==> src/hw/pmc_pkg.sv <==
// Package of the operating-mode controller: register map, fields, resets, timing and types.
// Assumes a 125 MHz ref_clk and byte-wide registers on a plain strobe port.

package pmc_pkg;

  // ----------------------------------------------------------------
  // Register map
  // ----------------------------------------------------------------
  localparam logic [3:0] ADDR_SYSCLK_CTRL = 4'h0;
  localparam logic [3:0] ADDR_HS_OSC_CTRL = 4'h1;
  localparam logic [3:0] ADDR_WAKE_EN = 4'h2;
  localparam logic [3:0] ADDR_STATUS = 4'h3;

  // ----------------------------------------------------------------
  // Field positions
  // ----------------------------------------------------------------
  localparam int SEL_LSB = 5;
  localparam int SEL_MSB = 7;
  localparam int HS_KEEP_BIT = 1;
  localparam int LS_KEEP_BIT = 0;
  localparam int HS_FLAG_BIT = 1;
  localparam int HS_EN_BIT = 0;
  localparam int PDF_BIT = 0;
  localparam int TO_BIT = 1;
  localparam int SLOW_ACT_BIT = 2;
  localparam int MODE_LSB = 4;

  // ----------------------------------------------------------------
  // Reset values and codes
  // ----------------------------------------------------------------
  localparam logic [2:0] SEL_RST = 3'h1;
  localparam logic [2:0] SEL_SLOW = 3'h7;
  localparam logic HS_EN_RST = 1'b1;
  localparam logic [7:0] WAKE_EN_RST = 8'h00;

  // ----------------------------------------------------------------
  // Timing
  // ----------------------------------------------------------------
  localparam int CLK_PERIOD_NS = 8;
  localparam int HS_STABLE_NS = 1024;
  // Least time, so round up
  localparam int HS_STABLE_CYC = (HS_STABLE_NS + CLK_PERIOD_NS - 1) / CLK_PERIOD_NS;

  // ----------------------------------------------------------------
  // Types
  // ----------------------------------------------------------------
  typedef enum logic [2:0] {PMC_FAST, PMC_SLOW, PMC_SLEEP, PMC_IDLE0, PMC_IDLE1, PMC_IDLE2} pmc_mode_type;
  typedef enum logic [1:0] {PMC_RUN, PMC_HALT, PMC_RESTART} pmc_state_type;
  typedef enum logic [1:0] {SW_IDLE, SW_CUR, SW_TAR} pmc_sw_state_type;

  // Halt mode from the two keep-alive bits
  function automatic pmc_mode_type pmc_halt_mode(input logic hs_keep, input logic ls_keep);
    pmc_mode_type m;
    m = PMC_SLEEP;
    if (hs_keep && ls_keep) begin
      m = PMC_IDLE1;
    end else if (hs_keep) begin
      m = PMC_IDLE2;
    end else if (ls_keep) begin
      m = PMC_IDLE0;
    end
    return m;
  endfunction : pmc_halt_mode

  // Divider mask: select code n from 0 to 6 gives a tick every 2**n cycles
  function automatic logic [5:0] pmc_div_mask(input logic [2:0] sel);
    logic [6:0] one_hot;
    one_hot = 7'h01 << sel;
    return 6'(one_hot - 7'h01);
  endfunction : pmc_div_mask

endpackage : pmc_pkg

==> src/hw/pmc_top.sv <==
// Operating-mode controller: clock source and divider, halt modes, wake-up and power flags.
// Assumes halt and clear-watchdog arrive as one-cycle pulses from the core and that the
// sub clock, port A and interrupt inputs are synchronous to ref_clk.
//
// Contract
// - Select code 111 switches system clock to sub clock, SLOW mode.
// - Codes 000 to 110 pick fast clock divided by 1 up to 64.
// - Halt picks SLEEP or IDLE only from the two keep-alive bits.
// - Switch into SLOW waits for the low-speed oscillator to be stable.
// - Fast oscillator restart after SLOW is reported by its stable flag.
// - Halt with both keep bits 0 enters SLEEP, all clocks stop but watchdog.
// - Keep bits fast 0, slow 1 enter IDLE0: fast off, sub clock on.
// - Both keep bits 1 enter IDLE1: both clocks run, program stops.
// - Keep bits fast 1, slow 0 enter IDLE2: fast on, sub clock off.
// - Entering any halt mode leaves memory, registers and ports unchanged.
// - Each halt sets power-down flag and clears watchdog time-out flag; an overflow in the halt cycle sets it instead.
// - Each halt clears the watchdog counter, which keeps counting.
// - Halted device wakes on port A falling edge, interrupt or watchdog overflow.
// - Power-down flag clears only on power-up or clear-watchdog instruction.
// - Watchdog wake sets time-out flag, resets only program counter and stack.
// - Each port A pin has a wake enable; pin wake resumes after halt.
// - Wake by disabled interrupt or full stack resumes after halt, stays pending.
// - Wake by enabled interrupt with stack room vectors at once.
// - Interrupt already requested at halt cannot wake the device.
// - Enabling fast oscillator clears its stable flag until it settles.
//
// Added by the designer: the register addresses and the strobed register port.
`timescale 1ns/100ps

module pmc_top
  import pmc_pkg::*;
(
  // Clock and reset
  input wire logic ref_clk,
  input wire logic rst,
  // Register port
  input wire logic [3:0] reg_addr,
  input wire logic [7:0] reg_wdata,
  input wire logic reg_wr,
  input wire logic reg_rd,
  output logic [7:0] reg_rdata,
  // Core instructions and answers
  input wire logic halt_exec,
  input wire logic clr_wdt_exec,
  output logic cpu_run,
  output logic resume_pulse,
  output logic vector_pulse,
  output logic pc_sp_reset,
  // Interrupt controller
  input wire logic [7:0] irq_req,
  input wire logic [7:0] irq_enable,
  input wire logic stack_full,
  // Port A pins
  input wire logic [7:0] porta_in,
  // Watchdog
  input wire logic wdt_overflow,
  output logic wdt_clear,
  // Oscillators and clocks
  input wire logic ls_osc_stable,
  input wire logic ls_tick,
  output logic hs_osc_on,
  output logic sub_clk_on,
  output logic sys_tick,
  // State
  output pmc_pkg::pmc_mode_type mode,
  output logic power_down_flag,
  output logic wdt_timeout_flag
);
  import pmc_pkg::*;

  // ----------------------------------------------------------------
  // Software registers
  // ----------------------------------------------------------------
  logic [2:0] sys_clk_select_q;
  logic hs_osc_halt_keep_q, ls_osc_halt_keep_q;
  logic hs_osc_enable_q;
  logic [7:0] porta_wake_enable_q;
  logic [7:0] rdata_q, rdata_d;

  wire wr_sysclk = reg_wr && reg_addr == ADDR_SYSCLK_CTRL;
  wire wr_hsctrl = reg_wr && reg_addr == ADDR_HS_OSC_CTRL;
  wire wr_wake = reg_wr && reg_addr == ADDR_WAKE_EN;

  always_ff @(posedge ref_clk) begin
    if (rst) begin
      sys_clk_select_q <= SEL_RST;
      hs_osc_halt_keep_q <= 1'b0;
      ls_osc_halt_keep_q <= 1'b0;
      hs_osc_enable_q <= HS_EN_RST;
      porta_wake_enable_q <= WAKE_EN_RST;
      rdata_q <= 8'h00;
    end else begin
      rdata_q <= rdata_d;
      if (wr_sysclk) begin
        sys_clk_select_q <= reg_wdata[SEL_MSB:SEL_LSB];
        hs_osc_halt_keep_q <= reg_wdata[HS_KEEP_BIT];
        ls_osc_halt_keep_q <= reg_wdata[LS_KEEP_BIT];
      end
      if (wr_hsctrl) hs_osc_enable_q <= reg_wdata[HS_EN_BIT];
      if (wr_wake) porta_wake_enable_q <= reg_wdata;
    end
  end

  // ----------------------------------------------------------------
  // Mode state machine
  // ----------------------------------------------------------------
  pmc_state_type st_q, st_d;
  pmc_mode_type mode_q, mode_d;
  logic [7:0] irq_armed_q, porta_prev_q;
  logic wake_wdt_q, wake_irq_q;
  logic [7:0] wake_irq_bits_q;
  logic cpu_run_q, resume_q, vector_q, pc_sp_reset_q;
  logic slow_active, hs_stable_q;

  wire halt_go = st_q == PMC_RUN && halt_exec;
  // Falling edge on an enabled pin
  wire [7:0] pa_fall = porta_prev_q & ~porta_in & porta_wake_enable_q;
  // Requests already pending at halt are not armed
  wire [7:0] irq_wake = irq_req & irq_armed_q;
  wire any_wake = (|pa_fall) || (|irq_wake) || wdt_overflow;
  wire src_ok = slow_active ? ls_osc_stable : hs_stable_q;
  wire irq_serviceable = (|(wake_irq_bits_q & irq_enable)) && !stack_full;

  always_comb begin
    st_d = st_q;
    unique case (st_q)
      PMC_RUN: if (halt_exec) st_d = PMC_HALT;
      PMC_HALT: if (any_wake) st_d = PMC_RESTART;
      PMC_RESTART: if (src_ok) st_d = PMC_RUN;
    endcase
  end

  // Mode shown follows the state; halt mode only from the keep bits
  always_comb begin
    mode_d = mode_q;
    if (halt_go) begin
      mode_d = pmc_halt_mode(hs_osc_halt_keep_q, ls_osc_halt_keep_q);
    end else if (st_d != PMC_HALT) begin
      mode_d = slow_active ? PMC_SLOW : PMC_FAST;
    end
  end

  // Only the controller's own state changes on halt; data, registers and
  // port levels held elsewhere are untouched since no reset is issued
  always_ff @(posedge ref_clk) begin
    if (rst) begin
      st_q <= PMC_RUN;
      mode_q <= PMC_FAST;
      irq_armed_q <= 8'h00;
      wake_wdt_q <= 1'b0;
      wake_irq_q <= 1'b0;
      wake_irq_bits_q <= 8'h00;
      porta_prev_q <= 8'hff;
    end else begin
      st_q <= st_d;
      porta_prev_q <= porta_in;
      mode_q <= mode_d;
      if (halt_go) begin
        irq_armed_q <= ~irq_req;
        wake_wdt_q <= 1'b0;
        wake_irq_q <= 1'b0;
      end
      if (st_q == PMC_HALT && any_wake) begin
        wake_wdt_q <= wdt_overflow;
        wake_irq_q <= |irq_wake;
        wake_irq_bits_q <= irq_wake;
      end
    end
  end

  // ----------------------------------------------------------------
  // Release of the core after wake-up
  // ----------------------------------------------------------------
  wire leave_restart = st_q == PMC_RESTART && src_ok;

  always_ff @(posedge ref_clk) begin
    if (rst) begin
      cpu_run_q <= 1'b1;
      resume_q <= 1'b0;
      vector_q <= 1'b0;
      pc_sp_reset_q <= 1'b0;
    end else begin
      cpu_run_q <= st_d == PMC_RUN;
      // Watchdog wake wins: only PC and stack pointer are reset
      pc_sp_reset_q <= leave_restart && wake_wdt_q;
      vector_q <= leave_restart && !wake_wdt_q && wake_irq_q && irq_serviceable;
      // Pin wake or unserviceable interrupt resumes after the halt
      resume_q <= leave_restart && !wake_wdt_q && !(wake_irq_q && irq_serviceable);
    end
  end

  // ----------------------------------------------------------------
  // Power-down and time-out flags, watchdog clear
  // ----------------------------------------------------------------
  logic pdf_q, to_q, wdt_clear_q;

  always_ff @(posedge ref_clk) begin
    if (rst) begin
      pdf_q <= 1'b0;
      to_q <= 1'b0;
      wdt_clear_q <= 1'b0;
    end else begin
      // Set on halt wins; only the clear instruction drops it
      if (halt_go) begin
        pdf_q <= 1'b1;
      end else if (clr_wdt_exec) begin
        pdf_q <= 1'b0;
      end
      // An overflow in the halt cycle still sets the flag
      if (wdt_overflow) begin
        to_q <= 1'b1;
      end else if (halt_go) begin
        to_q <= 1'b0;
      end
      wdt_clear_q <= halt_go || clr_wdt_exec;
    end
  end

  // ----------------------------------------------------------------
  // Oscillators and stable flag
  // ----------------------------------------------------------------
  logic hs_on_q, hs_on_d, sub_on_q, sub_on_d;
  logic [7:0] hs_cnt_q;

  // Fast oscillator runs when enabled or needed as source; in halt only if kept
  assign hs_on_d = (st_d == PMC_HALT) ? hs_osc_halt_keep_q :
                   (hs_osc_enable_q || sys_clk_select_q != SEL_SLOW || !slow_active);
  assign sub_on_d = (st_d == PMC_HALT) ? ls_osc_halt_keep_q : 1'b1;

  always_ff @(posedge ref_clk) begin
    if (rst) begin
      hs_on_q <= 1'b0;
      sub_on_q <= 1'b0;
      hs_cnt_q <= 8'h00;
      hs_stable_q <= 1'b0;
    end else begin
      hs_on_q <= hs_on_d;
      sub_on_q <= sub_on_d;
      // Counter restarts from zero each time the oscillator is turned on
      if (!hs_on_q) begin
        hs_cnt_q <= 8'h00;
        hs_stable_q <= 1'b0;
      end else if (hs_cnt_q != 8'(HS_STABLE_CYC)) begin
        hs_cnt_q <= hs_cnt_q + 8'h01;
        hs_stable_q <= 1'b0;
      end else begin
        hs_stable_q <= 1'b1;
      end
    end
  end

  // ----------------------------------------------------------------
  // Divider and glitch-free source selection
  // ----------------------------------------------------------------
  logic [5:0] div_cnt_q;
  logic sys_tick_q;

  wire target_slow = sys_clk_select_q == SEL_SLOW;
  wire [5:0] div_mask = pmc_div_mask(sys_clk_select_q);
  wire div_tick = hs_on_q && (div_cnt_q & div_mask) == div_mask;

  pmc_clk_switch u_switch (
    .ref_clk(ref_clk),
    .rst(rst),
    .target_slow(target_slow),
    .hs_tick(hs_on_q),
    .ls_tick(ls_tick),
    .hs_ok(hs_stable_q),
    .ls_ok(ls_osc_stable),
    .slow_active(slow_active)
  );

  always_ff @(posedge ref_clk) begin
    if (rst) begin
      div_cnt_q <= 6'h00;
      sys_tick_q <= 1'b0;
    end else begin
      div_cnt_q <= hs_on_q ? div_cnt_q + 6'h01 : 6'h00;
      // Gated by the next state, so no tick leaks into the first halted cycle
      sys_tick_q <= st_d == PMC_RUN && (slow_active ? (ls_tick && sub_on_q) : div_tick);
    end
  end

  // ----------------------------------------------------------------
  // Register read
  // ----------------------------------------------------------------
  always_comb begin
    rdata_d = 8'h00;
    if (reg_rd) begin
      unique case (reg_addr)
        ADDR_SYSCLK_CTRL: begin
          rdata_d[SEL_MSB:SEL_LSB] = sys_clk_select_q;
          rdata_d[HS_KEEP_BIT] = hs_osc_halt_keep_q;
          rdata_d[LS_KEEP_BIT] = ls_osc_halt_keep_q;
        end
        ADDR_HS_OSC_CTRL: begin
          rdata_d[HS_FLAG_BIT] = hs_stable_q;
          rdata_d[HS_EN_BIT] = hs_osc_enable_q;
        end
        ADDR_WAKE_EN: rdata_d = porta_wake_enable_q;
        ADDR_STATUS: begin
          rdata_d[PDF_BIT] = pdf_q;
          rdata_d[TO_BIT] = to_q;
          rdata_d[SLOW_ACT_BIT] = slow_active;
          rdata_d[MODE_LSB +: 3] = mode_q;
        end
        default: rdata_d = 8'h00;
      endcase
    end
  end

  assign reg_rdata = rdata_q;
  assign cpu_run = cpu_run_q;
  assign resume_pulse = resume_q;
  assign vector_pulse = vector_q;
  assign pc_sp_reset = pc_sp_reset_q;
  assign wdt_clear = wdt_clear_q;
  assign hs_osc_on = hs_on_q;
  assign sub_clk_on = sub_on_q;
  assign sys_tick = sys_tick_q;
  assign mode = mode_q;
  assign power_down_flag = pdf_q;
  assign wdt_timeout_flag = to_q;
endmodule : pmc_top

==> src/hw/pmc_clk_switch.sv <==
// Glitch-free selector between the undivided fast clock and the sub clock.
// Assumes both clocks arrive as one-cycle tick enables synchronous to ref_clk.
`timescale 1ns/100ps

module pmc_clk_switch
  import pmc_pkg::*;
(
  // Clock and reset
  input wire logic ref_clk,
  input wire logic rst,
  // Request
  input wire logic target_slow,
  input wire logic hs_tick,
  input wire logic ls_tick,
  input wire logic hs_ok,
  input wire logic ls_ok,
  // Result
  output logic slow_active
);
  import pmc_pkg::*;

  pmc_sw_state_type st_q, st_d;
  logic slow_q, slow_d;
  logic cur_tick, tar_tick, tar_ok;

  assign cur_tick = slow_q ? ls_tick : hs_tick;
  assign tar_tick = slow_q ? hs_tick : ls_tick;
  assign tar_ok = target_slow ? ls_ok : hs_ok;
  assign slow_active = slow_q;

  // Target must be stable before leaving; then one edge of each clock
  always_comb begin
    st_d = st_q;
    slow_d = slow_q;
    unique case (st_q)
      SW_IDLE: if (target_slow != slow_q && tar_ok) st_d = SW_CUR;
      SW_CUR: if (cur_tick) st_d = SW_TAR;
      SW_TAR: begin
        if (tar_tick) begin
          st_d = SW_IDLE;
          slow_d = ~slow_q;
        end
      end
    endcase
  end

  always_ff @(posedge ref_clk) begin
    if (rst) begin
      st_q <= SW_IDLE;
      slow_q <= 1'b0;
    end else begin
      st_q <= st_d;
      slow_q <= slow_d;
    end
  end
endmodule : pmc_clk_switch

==> config.mk <==
export PLATFORM = sky130hd
export DESIGN_NAME = pmc_top
export DESIGN_NICKNAME = d
export VERILOG_FILES = /design/src/hw/pmc_pkg.sv /design/src/hw/pmc_top.sv /design/src/hw/pmc_clk_switch.sv
export SDC_FILE = /design/constraint.sdc
export NUM_CORES = 1
export LEC_CHECK = 0
export ABC_AREA = 1
export BUFFER_PORTS_ARGS = -buffer_cell sky130_fd_sc_hd__buf_2
export CELL_PAD_IN_SITES_DETAIL_PLACEMENT = 0
export CELL_PAD_IN_SITES_GLOBAL_PLACEMENT = 1
export CORE_UTILIZATION = 43
export DETAILED_ROUTE_END_ITERATION = 16
export PLACE_DENSITY_LB_ADDON = 0.1
export SETUP_SLACK_MARGIN = 0.4
export SLEW_MARGIN = 20
export SYNTH_ARGS = -nofsm -noshare
export SYNTH_HDL_FRONTEND = slang
export SYNTH_SLANG_ARGS = --single-unit
==> constraint.sdc <==
create_clock -name ref_clk -period 3.2 [get_ports ref_clk]
set_input_delay 0.48 -clock ref_clk [delete_from_list [all_inputs] [get_ports ref_clk]]
set_output_delay 0.48 -clock ref_clk [all_outputs]
set_load 0.02 [all_outputs]
==> impl_results.rst <==
.. list-table::
   :header-rows: 1

   * - Metric
     - Value
   * - Cell leakage power
     - 0.00184 uW
   * - Final WL
     - 7880 um
   * - Combined global-route utilization of all metal layers
     - 20.3%
   * - Remaining design rule violation count
     - 0
   * - Mapped Nets
     - 503
   * - Synthesized flop and latch total
     - 81
   * - Top-level port count
     - 67
   * - DP Wirelength
     - 5950 um
   * - Post-detailed-placement cell area
     - 3850 sq um
   * - Slowest CP cell
     - sky130_fd_sc_hd__dfxtp_1
   * - Area inside the core boundary
     - 7730 sq um
   * - Initial DRT Pass Iterations
     - 4
   * - Post-CTS Setup Inserts
     - 0
   * - Largest voltage drop on the vdd net
     - 0.000251 V
   * - Least setup slack across all paths after layout
     - 1.50 ns
   * - Highest metal layer with signal wires
     - met4
   * - Die area
     - roughly 8400 sq um
   * - Count of hold-fix buffers inserted at cts
     - 0
   * - Setup CP Type
     - reg2reg
   * - Worst path max stage delay
     - 0.40 ns
   * - Final worst path period need
     - 1.70 ns
   * - Length of routed met2 wiring
     - about 3600 um
   * - CP dominant cell by count
     - sky130_fd_sc_hd__inv_1
   * - TritonCTS clock tree
     - built
   * - Class of the tightest hold or removal check
     - in2reg
   * - Predominant post-synthesis flop cell
     - sky130_fd_sc_hd__dfxtp_1
   * - Commonest cells in the netlist
     - 97 x sky130_fd_sc_hd__nand2_1, 81 x sky130_fd_sc_hd__dfxtp_1, 53 x sky130_fd_sc_hd__inv_1
   * - Crit Path Max Fanout
     - 17
   * - Post-cts repair resize count
     - 0
   * - Site row count
     - 32
   * - Number of levels the H-tree was split into
     - 3
   * - Antenna violations before repair
     - 0
   * - Largest net degree at the start of global routing
     - 28
   * - Final GP Congestion
     - 0.771
   * - Most frequent cell after synthesis
     - sky130_fd_sc_hd__nand2_1
   * - Reg2reg path depth
     - 6
   * - Fin area
     - 4070 sq um
   * - Layout cells sized above 1
     - about a fifth
   * - Vias after detailed routing
     - roughly 3000
   * - Number of warnings printed during yosys synthesis
     - 0
   * - Worst-case hold slack
     - 0.305 ns
   * - Root Buffer
     - sky130_fd_sc_hd__clkbuf_8
   * - Clock input transition at the sequential cells of the worst setup and hold paths
     - 0.09 ns
   * - Global-route wire length before repair
     - around 13000 um
   * - Area leader, netlist
     - sky130_fd_sc_hd__dfxtp_1
   * - NumNets Final
     - 570
   * - Required time of the critical path
     - 3.43 ns
   * - Number of instances on the worst hold path
     - 3
   * - Worst rel slew slack
     - 69.8%
   * - Unique cell type count in the Yosys netlist
     - 43
   * - Ys async rst share
     - 0%
   * - Setup TNS
     - 0 ns
   * - Area contributors post-synth
     - sky130_fd_sc_hd__dfxtp_1 47%, sky130_fd_sc_hd__nand2_1 11%, sky130_fd_sc_hd__a21oi_1 7.1%, sky130_fd_sc_hd__inv_1 5.8%, sky130_fd_sc_hd__nand3_1 3.9%
   * - Part of the cycle the worst path needs
     - 53.2%
   * - Critical Path AT
     - ~1.9 ns
   * - Antenna diode count
     - 0
   * - Number of setup violations in the final report
     - 0
   * - Post-synthesis sequential area ratio
     - 47.1%
   * - Cell area power density
     - 548 nW/um^2
   * - DRT met1 WL
     - 3710 um
   * - Antenna-violating nets left
     - 0
   * - Initial standard-cell utilization of the core
     - between 40 and 50%
   * - Max-slew violation count
     - 0
   * - Vertical die dimension
     - 91.4 um
   * - Run status
     - finished, final reports clean
   * - Placed insts
     - 605
   * - Area Growth Syn to Fin
     - 18.2%
   * - Clock buffer count from CTS
     - 9
   * - Area of the mapped netlist
     - 3440 sq um
   * - Area occupied by multi-input gates
     - 1510 sq um
   * - Setup slack at placement
     - 1.24 ns
   * - Measured slew at the worst slew-check pin
     - 0.450 ns
   * - Number of enable flip-flop cells after synthesis
     - 0
   * - Hold Violations, Final
     - 0
   * - Routed length on met3
     - 411 um
   * - Maximum Capacitance Violations
     - 0
   * - Mean number of vias per cell
     - 4.88
   * - Sink count of the clock tree
     - approximately 80
   * - Highest clock rate
     - 588 MHz
   * - Cell-by-cell trace of the critical path
     - inv_1 > ha_1 > nand2_1 > inv_1 > o21ai_0 > a21oi_1
   * - Area fraction of the dominant cell type after synthesis
     - around 47%
   * - Mean Syn Cell Area
     - roughly 7.7 sq um
   * - RSZ-0062 raised after global routing
     - false
   * - Post-route clock skew
     - 0.00821 ns
   * - 1st-iter DRT viols
     - 144
   * - Sum of overflow across all layers after global routing
     - 0
   * - Seq. cell area
     - 1620 sq um
   * - Cell count after synthesis
     - 447
   * - Critical Path Start Type
     - flop
   * - Filler cell count in the final layout
     - 776
   * - Clock latency on the worst-skew pair
     - roughly 0.35 ns
   * - Clk buf depth
     - 2
   * - Final cell count without fillers
     - 621
   * - Vias in the first global route
     - 2831
   * - Critical path endpoint category
     - flop
   * - Wire length per cell after detailed routing
     - about 13 um
   * - Number of buffers inserted by port buffering
     - 66
   * - Width of the die
     - 91.4 um
-- worst paths after layout --
kind,start,to,slack [ns]
worst min-delay path,porta_in[3],porta_prev_q[3]$_SDFF_PP1_,0.30
worst max register to register,st_q[1]$_SDFF_PP0_,irq_armed_q[3]$_SDFFE_PP0P_,1.50
worst min register to register,wake_wdt_q$_SDFFE_PP0P_,pc_sp_reset$_SDFF_PP0_,0.47
worst max-delay path,st_q[1]$_SDFF_PP0_,irq_armed_q[3]$_SDFFE_PP0P_,1.50
-- cell usage in the layout, fill, tap and decap left out, drive strengths merged, types with 2 or more instances in the layout --
cell,n
a21oi,49
a221oi,4
a31oi,2
buf,69
bufinv,2
clkbuf,9
clkinv,4
dfxtp,81
ha,10
inv,61
nand2,104
nand3,28
nand4,5
nor2,32
nor3,8
nor4,2
o21ai,31
o22ai,3
or2,4
-- flip-flops by register name, summed over array words and instances (netlist names), 2 cells and up --
register             flops
hs_cnt_q                 8
reg_rdata                8
div_cnt_q                6
st_q                     2
porta_wake_enable_q      8
irq_armed_q              8
porta_prev_q             8
u_switch.st_q            2
wake_irq_bits_q          8
sys_clk_select_q         3
mode                     3
-- critical path: cells and delay by family, from the launching register on --
kind            cells  cell delay [ns]
compound gates      2             0.31
fa+ha+maj           1             0.18
buf+inv             2             0.40
flops               1             0.40
simple gates        1             0.29
-- where the power goes --
| group | switching [uW] | total, uW | internal (uW) |
|---|---|---|---|
| registers | 40.2 | 1110 | 1070 |
| clock network | 382 | 821 | 439 |
| logic | 188 | 302 | 114 |
-- final cells by class --
class	instances	area share, %
Timing Repair Buffer	69	8.68
Clock buffer	9	3.05
Sequential cell	81	39.9
Inverter	61	5.69
Multi-Input combinational cell	292	37.2
Tap cell	102	3.14
Clock inverter	7	2.34
-- layer usage --
layer	track usage [%]	up-vias
met1	25.7	1329
met2	32.6	93
met4	8.99	0
li1	-	1589
met5	0	-
met3	4.86	18
-- cells by family after synthesis --
kind of cell,Yosys count,share of synthesized area [%]
AO/OA/AOI/OAI,96,15.5
XOR/XNOR,2,0.509
adder cells (fa/ha/maj),10,3.64
buffers and inverters,74,8.88
flip-flops,81,47.1
AND/OR/NAND/NOR,184,24.3
-- through the flow --
stage          power (uW)  utilization (%)
5_1_grt              2340             52.6
2_1_floorplan        1340                -
6_report             2230             52.6
3_3_place_gp         1430             49.8
3_5_place_dp         1430             49.8
4_1_cts              2250             52.6
Note: power is estimated with default switching activity, not from simulation.
